**src/rtl/otc_consts.svh**
```systemverilog
// Purpose: offsets, field positions, reset values and figures of the oscillator control
// Assumes: included by its bare name after the package
// Notes: register port uses a two-bit register select
`ifndef OTC_CONSTS_SVH
`define OTC_CONSTS_SVH

// register selects
`define OTC_ADDR_TRIM 2'h0
`define OTC_ADDR_OSC_MODE 2'h1
`define OTC_ADDR_PIN_MODE 2'h2
`define OTC_ADDR_CPU_CLK 2'h3

// trim register
`define OTC_TRIM_RST 8'h10
`define OTC_TRIM_MASK 8'h1F
`define OTC_TRIM_ZERO 6'h10
`define OTC_TRIM_MSB 4
`define OTC_TRIM_LSB 0

// internal oscillation mode register fields
`define OTC_MODE_HS_STOP 0
`define OTC_MODE_LS_STOP 1
`define OTC_MODE_HS_RUN 6
`define OTC_MODE_LS_RUN 7
`define OTC_MODE_RST 2'h0

// clock pin mode register fields
`define OTC_PIN_EXT_CLK 7
`define OTC_PIN_MAIN_XTAL 6
`define OTC_PIN_SUB_SEL 4
`define OTC_PIN_RST 3'h0

// cpu clock register fields
`define OTC_CPU_SEL_MSB 1
`define OTC_CPU_SEL_LSB 0
`define OTC_CPU_SEL_HS_INT 2'h0
`define OTC_CPU_SEL_HS_SYS 2'h1
`define OTC_CPU_SEL_SUB 2'h2

// nominal frequencies
`define OTC_HS_OSC_KHZ 8000
`define OTC_LS_OSC_KHZ 240
`define OTC_MAIN_XTAL_MIN_KHZ 2000
`define OTC_MAIN_XTAL_MAX_KHZ 10000
`define OTC_SUB_XTAL_HZ 32768

// prescaler taps
`define OTC_PRS_TAPS 5

`endif

```
**src/rtl/otc_pkg.sv**
```systemverilog
// Purpose: types shared by the oscillator control
// Assumes: nothing
// Notes: one-hot cpu clock source codes
package otc_pkg;

	typedef enum logic [2:0] {
		OTC_SRC_HS_INT = 3'b001,
		OTC_SRC_HS_SYS = 3'b010,
		OTC_SRC_SUB = 3'b100
	} otc_cpu_src_e;

	typedef struct packed {
		logic wr;
		logic rd;
		logic [1:0] sel;
		logic [7:0] wdata;
	} otc_reg_req_s;

	typedef struct packed {
		logic wdt;
		logic tmr;
		logic lcd;
	} otc_ls_route_s;

endpackage

```
**src/rtl/otc_sync2.sv**
```systemverilog
// Purpose: two-flop synchroniser for pin levels
// Assumes: levels only, no pulses
// Notes: first stage read only by second stage
`timescale 1ns/10ps
module otc_sync2 #(
	parameter int WIDTH = 2
) (
	input wire logic i_clk_sys,
	input wire logic i_sys_rst,
	input wire logic [WIDTH-1:0] i_async,
	output logic [WIDTH-1:0] o_sync
);

	logic [WIDTH-1:0] meta_reg;

	always_ff @(posedge i_clk_sys) begin
		if (i_sys_rst) begin
			meta_reg <= '0;
			o_sync <= '0;
		end else begin
			meta_reg <= i_async;
			o_sync <= meta_reg;
		end
	end

endmodule // otc_sync2

```
**src/rtl/otc_prescaler.sv**
```systemverilog
// Purpose: divides the main system clock into a set of tick strobes
// Assumes: i_run high while the main system clock feeds the cpu
// Notes: tick k pulses once every 2**(k+1) running cycles
`timescale 1ns/10ps
module otc_prescaler #(
	parameter int TAPS = 5
) (
	input wire logic i_clk_sys,
	input wire logic i_sys_rst,
	input wire logic i_run,
	output logic [TAPS-1:0] o_tick
);

	logic [TAPS-1:0] cnt_reg;
	logic [TAPS-1:0] cnt_next;
	logic [TAPS-1:0] tick_next;

	assign cnt_next = i_run ? cnt_reg + {{(TAPS-1){1'b0}}, 1'b1} : '0;

	// per-tap strobe when its low bits are all ones
	for (genvar k = 0; k < TAPS; k++) begin : g_tap
		assign tick_next[k] = i_run && (&cnt_reg[k:0]);
	end

	always_ff @(posedge i_clk_sys) begin
		if (i_sys_rst) begin
			cnt_reg <= '0;
			o_tick <= '0;
		end else begin
			cnt_reg <= cnt_next;
			o_tick <= tick_next;
		end
	end

endmodule // otc_prescaler

```
**src/rtl/otc_osc_ctrl.sv**
```systemverilog
// Purpose: trim register and start/stop control of the on-chip oscillators
// Assumes: option settings arrive as static pin levels
// Notes: register port takes a whole byte per write
//
// Behaviour
// - Any system reset loads the trim register with 0x10, zero correction.
// - Trim register is eight bits: bits 7..5 zero, trim code in 4..0.
// - Trim code is an offset around 10000b; lower slows, higher speeds up.
// - Frequency follows the trim code monotonically in both directions.
// - High-speed internal oscillator starts by itself after reset, nominal 8 MHz.
// - A mode register bit lets software start or stop the high-speed oscillator.
// - Low-speed clock feeds only watchdog, timer and display; never the cpu.
// - Option setting decides whether the mode register may stop the low-speed oscillator.
// - Low-speed oscillator starts after reset; watchdog runs on it if enabled.
// - Prescaler divides the main clock whenever that clock feeds the cpu.
// - High-speed system clock comes from main crystal or external clock pin.
// - Subsystem clock source is a 32.768 kHz crystal oscillator.
`timescale 1ns/10ps
`include "otc_consts.svh"
module otc_osc_ctrl
	import otc_pkg::*;
#(
	parameter int PRS_TAPS = `OTC_PRS_TAPS
) (
	input wire logic i_clk_sys,
	input wire logic i_sys_rst,
	input wire otc_reg_req_s i_req,
	input wire logic i_opt_ls_stoppable,
	input wire logic i_opt_wdt_en,
	input wire logic i_tmr_ls_sel,
	input wire logic i_lcd_ls_sel,
	output logic [7:0] o_rd_data,
	output logic o_rd_valid,
	output logic [4:0] o_hs_trim,
	output logic signed [5:0] o_hs_trim_offset,
	output logic o_hs_osc_en,
	output logic o_ls_osc_en,
	output logic o_main_xtal_en,
	output logic o_ext_clk_sel,
	output logic o_sub_pin_sel,
	output logic o_sub_xtal_en,
	output otc_cpu_src_e o_cpu_src,
	output otc_ls_route_s o_ls_route,
	output logic [PRS_TAPS-1:0] o_prs_tick
);

	////////////////////////////////////////////////////////////////////////////////
	// option pins

	logic [1:0] opt_sync;
	logic ls_stoppable;
	logic wdt_enabled;

	otc_sync2 #(
		.WIDTH(2)
	) u_opt_sync (
		.i_clk_sys(i_clk_sys),
		.i_sys_rst(i_sys_rst),
		.i_async({i_opt_ls_stoppable, i_opt_wdt_en}),
		.o_sync(opt_sync)
	);

	assign ls_stoppable = opt_sync[1];
	assign wdt_enabled = opt_sync[0];

	////////////////////////////////////////////////////////////////////////////////
	// register state

	logic [4:0] trim_reg;
	logic [4:0] trim_next;
	logic [1:0] mode_reg;
	logic [1:0] mode_next;
	logic [2:0] pin_reg;
	logic [2:0] pin_next;
	otc_cpu_src_e cpu_src_reg;
	otc_cpu_src_e cpu_src_next;
	logic hs_run_reg;
	logic hs_run_next;
	logic ls_run_reg;
	logic ls_run_next;

	////////////////////////////////////////////////////////////////////////////////
	// write decode

	logic wr_trim;
	logic wr_mode;
	logic wr_pin;
	logic wr_cpu;
	logic [1:0] cpu_sel_wr;

	assign wr_trim = i_req.wr && (i_req.sel == `OTC_ADDR_TRIM);
	assign wr_mode = i_req.wr && (i_req.sel == `OTC_ADDR_OSC_MODE);
	assign wr_pin = i_req.wr && (i_req.sel == `OTC_ADDR_PIN_MODE);
	assign wr_cpu = i_req.wr && (i_req.sel == `OTC_ADDR_CPU_CLK);
	assign cpu_sel_wr = i_req.wdata[`OTC_CPU_SEL_MSB:`OTC_CPU_SEL_LSB];

	// whole-byte write, upper three bits dropped
	assign trim_next = wr_trim ? i_req.wdata[`OTC_TRIM_MSB:`OTC_TRIM_LSB] : trim_reg;

	assign mode_next = wr_mode ?
		{i_req.wdata[`OTC_MODE_LS_STOP], i_req.wdata[`OTC_MODE_HS_STOP]} : mode_reg;

	// pin mode: external clock, main crystal, subsystem pin select
	assign pin_next = wr_pin ? {i_req.wdata[`OTC_PIN_EXT_CLK], i_req.wdata[`OTC_PIN_MAIN_XTAL],
		i_req.wdata[`OTC_PIN_SUB_SEL]} : pin_reg;

	////////////////////////////////////////////////////////////////////////////////
	// cpu clock source, low-speed clock is never a choice

	logic hs_sys_ready;
	logic sub_ready;

	assign hs_sys_ready = pin_reg[2] || pin_reg[1];
	assign sub_ready = pin_reg[0];

	always_comb begin
		cpu_src_next = cpu_src_reg;
		if (wr_cpu) begin
			unique case (cpu_sel_wr)
				`OTC_CPU_SEL_HS_INT: begin
					if (hs_run_reg) begin
						cpu_src_next = OTC_SRC_HS_INT;
					end
				end
				`OTC_CPU_SEL_HS_SYS: begin
					if (hs_sys_ready) begin
						cpu_src_next = OTC_SRC_HS_SYS;
					end
				end
				`OTC_CPU_SEL_SUB: begin
					if (sub_ready) begin
						cpu_src_next = OTC_SRC_SUB;
					end
				end
				default: begin
					cpu_src_next = cpu_src_reg;
				end
			endcase
		end
	end

	////////////////////////////////////////////////////////////////////////////////
	// oscillator run control

	logic hs_stop_req;
	logic ls_stop_req;

	// high-speed stop refused while it clocks the cpu
	assign hs_stop_req = mode_next[0] && (cpu_src_next != OTC_SRC_HS_INT);
	assign hs_run_next = !hs_stop_req;

	// low-speed stop only honoured when the option allows it
	assign ls_stop_req = mode_next[1] && ls_stoppable;
	assign ls_run_next = !ls_stop_req;

	always_ff @(posedge i_clk_sys) begin
		if (i_sys_rst) begin
			trim_reg <= 5'(`OTC_TRIM_RST);
			mode_reg <= `OTC_MODE_RST;
			pin_reg <= `OTC_PIN_RST;
			cpu_src_reg <= OTC_SRC_HS_INT;
			hs_run_reg <= 1'b1;
			ls_run_reg <= 1'b1;
		end else begin
			trim_reg <= trim_next;
			mode_reg <= mode_next;
			pin_reg <= pin_next;
			cpu_src_reg <= cpu_src_next;
			hs_run_reg <= hs_run_next;
			ls_run_reg <= ls_run_next;
		end
	end

	////////////////////////////////////////////////////////////////////////////////
	// read path

	logic [7:0] rd_trim;
	logic [7:0] rd_mode;
	logic [7:0] rd_pin;
	logic [7:0] rd_cpu;
	logic [1:0] cpu_code;
	logic [7:0] rd_mux;

	assign rd_trim = {3'h0, trim_reg};
	assign rd_mode = {ls_run_reg, hs_run_reg, 4'h0, mode_reg};
	assign rd_pin = {pin_reg[2], pin_reg[1], 1'b0, pin_reg[0], 4'h0};
	assign cpu_code = (cpu_src_reg == OTC_SRC_HS_SYS) ? `OTC_CPU_SEL_HS_SYS :
		(cpu_src_reg == OTC_SRC_SUB) ? `OTC_CPU_SEL_SUB : `OTC_CPU_SEL_HS_INT;
	assign rd_cpu = {6'h00, cpu_code};

	assign rd_mux = (i_req.sel == `OTC_ADDR_TRIM) ? rd_trim :
		(i_req.sel == `OTC_ADDR_OSC_MODE) ? rd_mode :
		(i_req.sel == `OTC_ADDR_PIN_MODE) ? rd_pin : rd_cpu;

	always_ff @(posedge i_clk_sys) begin
		if (i_sys_rst) begin
			o_rd_data <= 8'h00;
			o_rd_valid <= 1'b0;
		end else begin
			o_rd_data <= i_req.rd ? rd_mux : 8'h00;
			o_rd_valid <= i_req.rd;
		end
	end

	////////////////////////////////////////////////////////////////////////////////
	// analog trim and clock routing outputs

	logic signed [5:0] trim_offset;
	otc_ls_route_s route_next;

	// code minus 10000b, monotonic in the code
	assign trim_offset = $signed({1'b0, trim_reg}) - $signed(`OTC_TRIM_ZERO);

	// low-speed clock only to watchdog, timer and display
	assign route_next.wdt = ls_run_reg && wdt_enabled;
	assign route_next.tmr = ls_run_reg && i_tmr_ls_sel;
	assign route_next.lcd = ls_run_reg && i_lcd_ls_sel;

	always_ff @(posedge i_clk_sys) begin
		if (i_sys_rst) begin
			o_hs_trim <= 5'(`OTC_TRIM_RST);
			o_hs_trim_offset <= 6'h00;
			o_hs_osc_en <= 1'b1;
			o_ls_osc_en <= 1'b1;
			o_main_xtal_en <= 1'b0;
			o_ext_clk_sel <= 1'b0;
			o_sub_pin_sel <= 1'b0;
			o_sub_xtal_en <= 1'b0;
			o_cpu_src <= OTC_SRC_HS_INT;
			o_ls_route <= '0;
		end else begin
			o_hs_trim <= trim_reg;
			o_hs_trim_offset <= trim_offset;
			o_hs_osc_en <= hs_run_reg;
			o_ls_osc_en <= ls_run_reg;
			o_main_xtal_en <= pin_reg[1] && !pin_reg[2];
			o_ext_clk_sel <= pin_reg[2];
			o_sub_pin_sel <= pin_reg[0];
			o_sub_xtal_en <= pin_reg[0];
			o_cpu_src <= cpu_src_reg;
			o_ls_route <= route_next;
		end
	end

	////////////////////////////////////////////////////////////////////////////////
	// prescaler on the main system clock

	logic main_on_cpu;

	assign main_on_cpu = (cpu_src_reg == OTC_SRC_HS_INT) || (cpu_src_reg == OTC_SRC_HS_SYS);

	otc_prescaler #(
		.TAPS(PRS_TAPS)
	) u_prescaler (
		.i_clk_sys(i_clk_sys),
		.i_sys_rst(i_sys_rst),
		.i_run(main_on_cpu),
		.o_tick(o_prs_tick)
	);

endmodule // otc_osc_ctrl

```
**config.mk**
```make
export PLATFORM = sky130hd
export DESIGN_NAME = otc_osc_ctrl
export DESIGN_NICKNAME = d
export VERILOG_FILES = /design/src/rtl/otc_pkg.sv /design/src/rtl/otc_sync2.sv /design/src/rtl/otc_prescaler.sv /design/src/rtl/otc_osc_ctrl.sv
export VERILOG_INCLUDE_DIRS = /design/src /design/src/rtl
export SDC_FILE = /design/constraint.sdc
export NUM_CORES = 1
export LEC_CHECK = 0
export ABC_CLOCK_PERIOD_IN_PS = 1400
export BUFFER_PORTS_ARGS = -buffer_cell sky130_fd_sc_hd__buf_2
export CAP_MARGIN = 15
export CORE_MARGIN = 4
export CORE_UTILIZATION = 50
export CTS_CLUSTER_SIZE = 10
export DETAILED_ROUTE_END_ITERATION = 10
export PLACE_DENSITY_LB_ADDON = 0.08
export REMOVE_ABC_BUFFERS = 1
export SYNTH_ARGS = -nofsm -noshare
export SYNTH_HDL_FRONTEND = slang
export SYNTH_SLANG_ARGS = --single-unit
```
**constraint.sdc**
```tcl
create_clock -name i_clk_sys -period 1.4 [get_ports i_clk_sys]
set_input_delay 0.28 -clock i_clk_sys [delete_from_list [all_inputs] [get_ports i_clk_sys]]
set_output_delay 0.28 -clock i_clk_sys [all_outputs]
set_load 0.01 [all_outputs]
```
==> After elaboration in Yosys (flattened, before gate mapping) <==
Cells that the tools add are included.
{ "totals": {"latch_bits": 0, "mem_bits_ro": 0, "ramBits": 0, "inputBits": 18, "register_bits": 60, "word_cells": 79, "out_inout_bits": 37, "mem_count": 0} }
{ "classes": {"shift": 0, "n_lt_le_gt_ge": 0, "bitwise_logic": 2, "n_mul": 0, "div": 0, "n_mux": 11, "eq_ne": 9, "addsub": 2, "reduce_logical": 30} }
{ "op_table": {"columns": ["cell", "n"], "rows": [
  ["2-to-1 mux 8 bit", 2],
  ["logical AND 1 bit", 15],
  ["2-to-1 mux 3 bit", 4],
  ["one-hot mux 3 bit (3 select lines)", 1],
  ["== test 2 bit (second input constant)", 3],
  ["2-to-1 mux 2 bit", 3],
  ["subtractor 5 x 5 -> 6 bit (second input constant)", 1],
  ["adder 5 x 1 -> 5 bit (second input constant)", 1],
  ["2-to-1 mux 5 bit", 1],
  ["AND reduction 5 bit", 1],
  ["== test 2 x 1 -> 1 bit (second input constant)", 2],
  ["zero test 2 bit", 2],
  ["AND reduction 4 bit", 1],
  ["OR reduction 2 bit", 2],
  ["OR reduction 4 bit", 1],
  ["== test 3 x 1 -> 1 bit (second input constant)", 1],
  ["== test 3 x 2 -> 1 bit (second input constant)", 1],
  ["== test 3 bit (second input constant)", 1],
  ["zero test 1 bit", 3],
  ["inequality test 3 x 1 -> 1 bit (second input constant)", 1],
  ["AND reduction 3 bit", 1],
  ["OR reduction 3 bit", 1],
  ["logical OR 1 bit", 2],
  ["NOT 1 bit", 2],
  ["AND reduction 2 bit", 1]
]} }

==> Longest topological paths before layout <==
{ "depth": {"word_depth": 7, "mapped_depth": 5, "mapped_depth_nobuf": 4} }

==> Modules after synthesis <==
Synthesis repeated with hierarchy kept, for this count alone.
{ "hier_totals": {"cells_unflattened": 185, "hier_area_um2": 1938.1} }
{ "by_module_without_submodules": {"columns": ["mod", "area_each_um2", "cells_each", "seq_area_each_um2", "instances"], "rows": [
  ["otc_osc_ctrl", 1477.7, 148, 800.8, 1],
  ["otc_prescaler", 355.3, 29, 200.2, 1],
  ["otc_sync2", 105.1, 8, 80.1, 1]
]} }

==> Worst setup path after synthesis <==
No wires, ideal clock.
{ "synth_timing": {"kind": "reg-to-reg", "from": "reg u_prescaler.cnt_reg[0]", "to": "reg u_prescaler.cnt_reg[4]", "required_time_ns": 1.285, "path_stages_with_launch": 5, "path_slack_ns": 0.211, "n_path_buf": 0, "arrival_time_ns": 1.074, "synth_period_minus_slack_ns": 1.189, "setup_ns": 0.115, "cell_sequence": "dfxtp_1 > ha_1 > and3_1 > ha_1 > and2_1"} }
{ "synth_via": {"elab_chain_cells": 1} }
{ "synth_rtl": {"columns": ["item", "line", "rtl"], "rows": [
  ["start, declared", "otc_prescaler.sv:14", "logic [TAPS-1:0] cnt_reg;"],
  ["start signal, assigned", "otc_prescaler.sv:30", "cnt_reg <= cnt_next;"],
  ["adder 5 x 1 -> 5 bit", "otc_prescaler.sv:18", "assign cnt_next = i_run ? cnt_reg + {{(TAPS-1){1'b0}}, 1'b1} : '0;"]
]} }
Every way passes these cells.
A chain may end at the register's enable or synchronous reset.

==> Worst setup path after layout <==
{ "layout_timing": {"from": "reg hs_run_reg", "to": "reg hs_run_reg"} }
{ "layout_via": {"elab_chain_cells": 6} }
{ "layout_rtl": {"columns": ["item", "line", "rtl"], "rows": [
  ["start, declared", "otc_osc_ctrl.sv:77", "logic hs_run_reg;"],
  ["start signal, assigned", "otc_osc_ctrl.sv:169", "hs_run_reg <= hs_run_next;"],
  ["2-to-1 mux 3 bit", "otc_osc_ctrl.sv:121", "if (hs_run_reg) begin"],
  ["one-hot mux 3 bit (3 select lines)", "otc_osc_ctrl.sv:119", "unique case (cpu_sel_wr)"],
  ["2-to-1 mux 3 bit", "otc_osc_ctrl.sv:118", "if (wr_cpu) begin"],
  ["inequality test 3 x 1 -> 1 bit", "otc_osc_ctrl.sv:149", "assign hs_stop_req = mode_next[0] && (cpu_src_next != OTC_SRC_HS_INT);"],
  ["logical AND 1 bit", "otc_osc_ctrl.sv:149", null],
  ["zero test 1 bit", "otc_osc_ctrl.sv:150", "assign hs_run_next = !hs_stop_req;"]
]} }
Every way passes these cells.

==> results.json <==
{
  "crit_chain": "nor2_2, a2111oi_2, nor2_1, o31ai_1",
  "mostFrequentLayoutCells": "54 x dfxtp_1, 52 x buf_2, 15 x nor2b_1, 14 x nor2_1, 12 x and2_1",
  "setup_tns_ns": 0,
  "ir_worst_vdd_v": 0.000513,
  "required_ns": 1.62,
  "root_buffer": "clkbuf_8",
  "hold_slack_ns": 0.176,
  "nets": 250,
  "r2r.worst_path.cells": 4,
  "ys_types": 39,
  "syn_area_um2": 1900,
  "hold_viol_final": 0,
  "final_core_util_pct": 62.8,
  "cts_tree": "yes",
  "drive_gt1_share_pct": 33.9,
  "fmax_mhz": 791,
  "crit_family": "compound AO/OA/AOI/OAI gates",
  "power_leakage_nw": 1.06,
  "ant_nets": 0,
  "cp.arrival_ns": 1.48,
  "postCtsHoldBufs": 0,
  "io_buffers": 52,
  "crit_type": "reg2reg",
  "avgViaCountPerCell": 4.81,
  "ys_warn_count": 0,
  "clock_sinks": 54,
  "fillerInstances": 309,
  "die_area_um2": 4840,
  "htree_levels": 2,
  "clk_pin_slew_ns": 0.09,
  "fp.dieH_um": 69.6,
  "ys_ff_latch": 54,
  "synth_area_per_cell_um2": 10.7,
  "die_w_um": 69.6,
  "clk_latency_ns": 0.30,
  "rows": 22,
  "rsz0062_at_grt": "false",
  "wirelength_mm": 3.43,
  "drt-pass1-iter-count": 4,
  "reg2reg_slack_ns": 0.14,
  "critical_path.max_stage_delay_ns": 0.44,
  "hold_class": "in2reg",
  "critPathSlowestCell": "dfxtp_1",
  "coreArea_um2": 3660,
  "pin_count": 55,
  "grt_max_degree": 22,
  "worst_slack_ns": 0.136,
  "gr-total-overflow": 0,
  "grt_pass1_wl_mm": 5.83,
  "timing.rr.start": "hs_run_reg",
  "gp_congestion": 0.826,
  "cts_buffers": 5,
  "power_density_nw_per_um2": 1210,
  "vias": 1338,
  "worstHoldStart": "i_lcd_ls_sel",
  "holdPathStages": 2,
  "synthCells": 177,
  "pre_cts_slack_ns": 0.0443,
  "seq_area_frac_synth_pct": 57.0,
  "drc": 0,
  "setup.worst_path.end_class": "flop",
  "total_power_mw": 2.78,
  "start_kind": "flop",
  "fin_crit_sh_pct": 90.3,
  "antenna_found_initial": 0,
  "drv_cap": 0,
  "largest_register_ffs": 7,
  "wl_per_cell_um": 12.3,
  "n_antenna_cell": 0,
  "setup_viol_count_final": 0,
  "grt_pass1_vias": 1331,
  "outcome": "complete, no violations",
  "hpwl_mm": 2.67,
  "worstReg2RegEnd": "hs_run_reg",
  "start_util_pct": 51.8,
  "final_common_cell": "dfxtp_1",
  "top_register": "o_rd_data",
  "clockBufferDepth": 2,
  "report.final.slew_viol_count": 0,
  "cp_max_fo": 5,
  "drt_iter0_drc": 37,
  "fin_crit_ns": 1.26,
  "whs_endpoint": "o_ls_route[0]",
  "grt_usage_pct": 15.1,
  "layout-area-overhead-vs-synth_pct": 21.3,
  "cp_num_buf_inv": 0,
  "finClkSkew_ns": 0.00265
}
## area by class of cell
type                            count  area, um^2  area share, %
Clock inverter                      3        40.0           1.74
Clock buffer                        5        68.8           2.99
Sequential cell                    54        1080           47.0
Tap cell                           48        60.1           2.61
Timing Repair Buffer               59         313           13.6
Inverter                            4        15.0          0.653
Multi-Input combinational cell    105         722           31.4
## stage by stage
stage          cells  area [um^2]
2_1_floorplan    163         1810
4_1_cts          278         2290
5_1_grt          278         2300
3_5_place_dp     270         2190
3_3_place_gp     270         2190
6_report         278         2300
## Yosys cell counts
master,number,area share [%]
nor3_1,3,0.79
nor3b_1,1,0.40
buf_2,3,0.79
conb_1,1,0.20
o31ai_1,1,0.40
a21oi_1,3,0.79
nand3b_1,2,0.79
nor4_1,1,0.33
nor2b_1,15,5.0
nor3b_4,1,0.99
clkbuf_1,4,0.79
a22oi_1,2,0.79
or2b_1,1,0.40
and2b_2,1,0.46
and3_1,2,0.66
nor4b_2,1,0.79
or2_2,4,1.3
dfxtp_1,54,57
nand2b_1,2,0.66
a2bb2oi_1,1,0.46
ha_1,3,2.0
nand2_1,6,1.2
mux2i_1,10,5.3
a211o_1,1,0.46
nor2_2,1,0.33
xnor2_1,2,0.92
a2111oi_2,1,0.79
inv_1,4,0.79
o311ai_1,1,0.46
nand3_2,1,0.53
o22ai_1,1,0.33
nor2_1,14,2.8
and2_1,12,4.0
nand3_1,4,1.1
o21ai_0,1,0.26
o32a_1,2,1.1
buf_4,7,2.8
nor4b_1,2,0.92
a31oi_1,1,0.33
## routing by layer
metal / wire (um) / vias to the layer above / track usage (%)
met1: 1440 / 610 / 17.1
li1: - / 686 / -
met3: 201 / 8 / 3.77
met4: 73 / 0 / 8.03
met2: 1710 / 34 / 26.0
met5: 0 / - / 0
## worst max path at each step
stage / from / endpoint / slack, ns / cells past startpoint
floorplan: u_prescaler.cnt_reg[0] / u_prescaler.cnt_reg[4] / 0.21 / 4
global placement: i_req[9] / hs_run_reg / 0.07 / 5
detailed placement: i_req[9] / hs_run_reg / 0.04 / 5
CTS: cpu_src_reg[1] / u_prescaler.o_tick[3] / 0.04 / 3
global route: pin_reg[2] / hs_run_reg / 0.003 / 4
finish: hs_run_reg / hs_run_reg / 0.14 / 4
## report_power, final
group / leakage, nW / total [mW] / internal [mW] / switching (mW)
registers: 0.439 / 1.60 / 1.58 / 0.0195
clock network: 0.0579 / 0.987 / 0.526 / 0.461
logic: 0.563 / 0.197 / 0.0921 / 0.105
total: 1.06 / 2.78 / 2.20 / 0.585
## logic make-up (layout without fill, tap and decap cells)
| logic type | after synthesis | count (layout) | synth area share, % |
|---|---|---|---|
| adders and majority gates | 3 | 3 | 1.98 |
| xor gates and xnor gates | 2 | 2 | 0.924 |
| other | 1 | 1 | 0.198 |
| DFF | 54 | 54 | 57.0 |
| muxes | 10 | 10 | 5.28 |
| buffers and inverters | 18 | 71 | 5.15 |
| AOI/OAI and AO/OA | 15 | 15 | 6.14 |
| and+or+nand+nor | 74 | 74 | 23.3 |
## what timing repair did
action / CTS / global route
gates resized for setup: 0 / 1
endpoints found under the setup margin: 0 / 10
buffers inserted: 0 / 0
No activity file was read; power rests on OpenSTA's default activity.
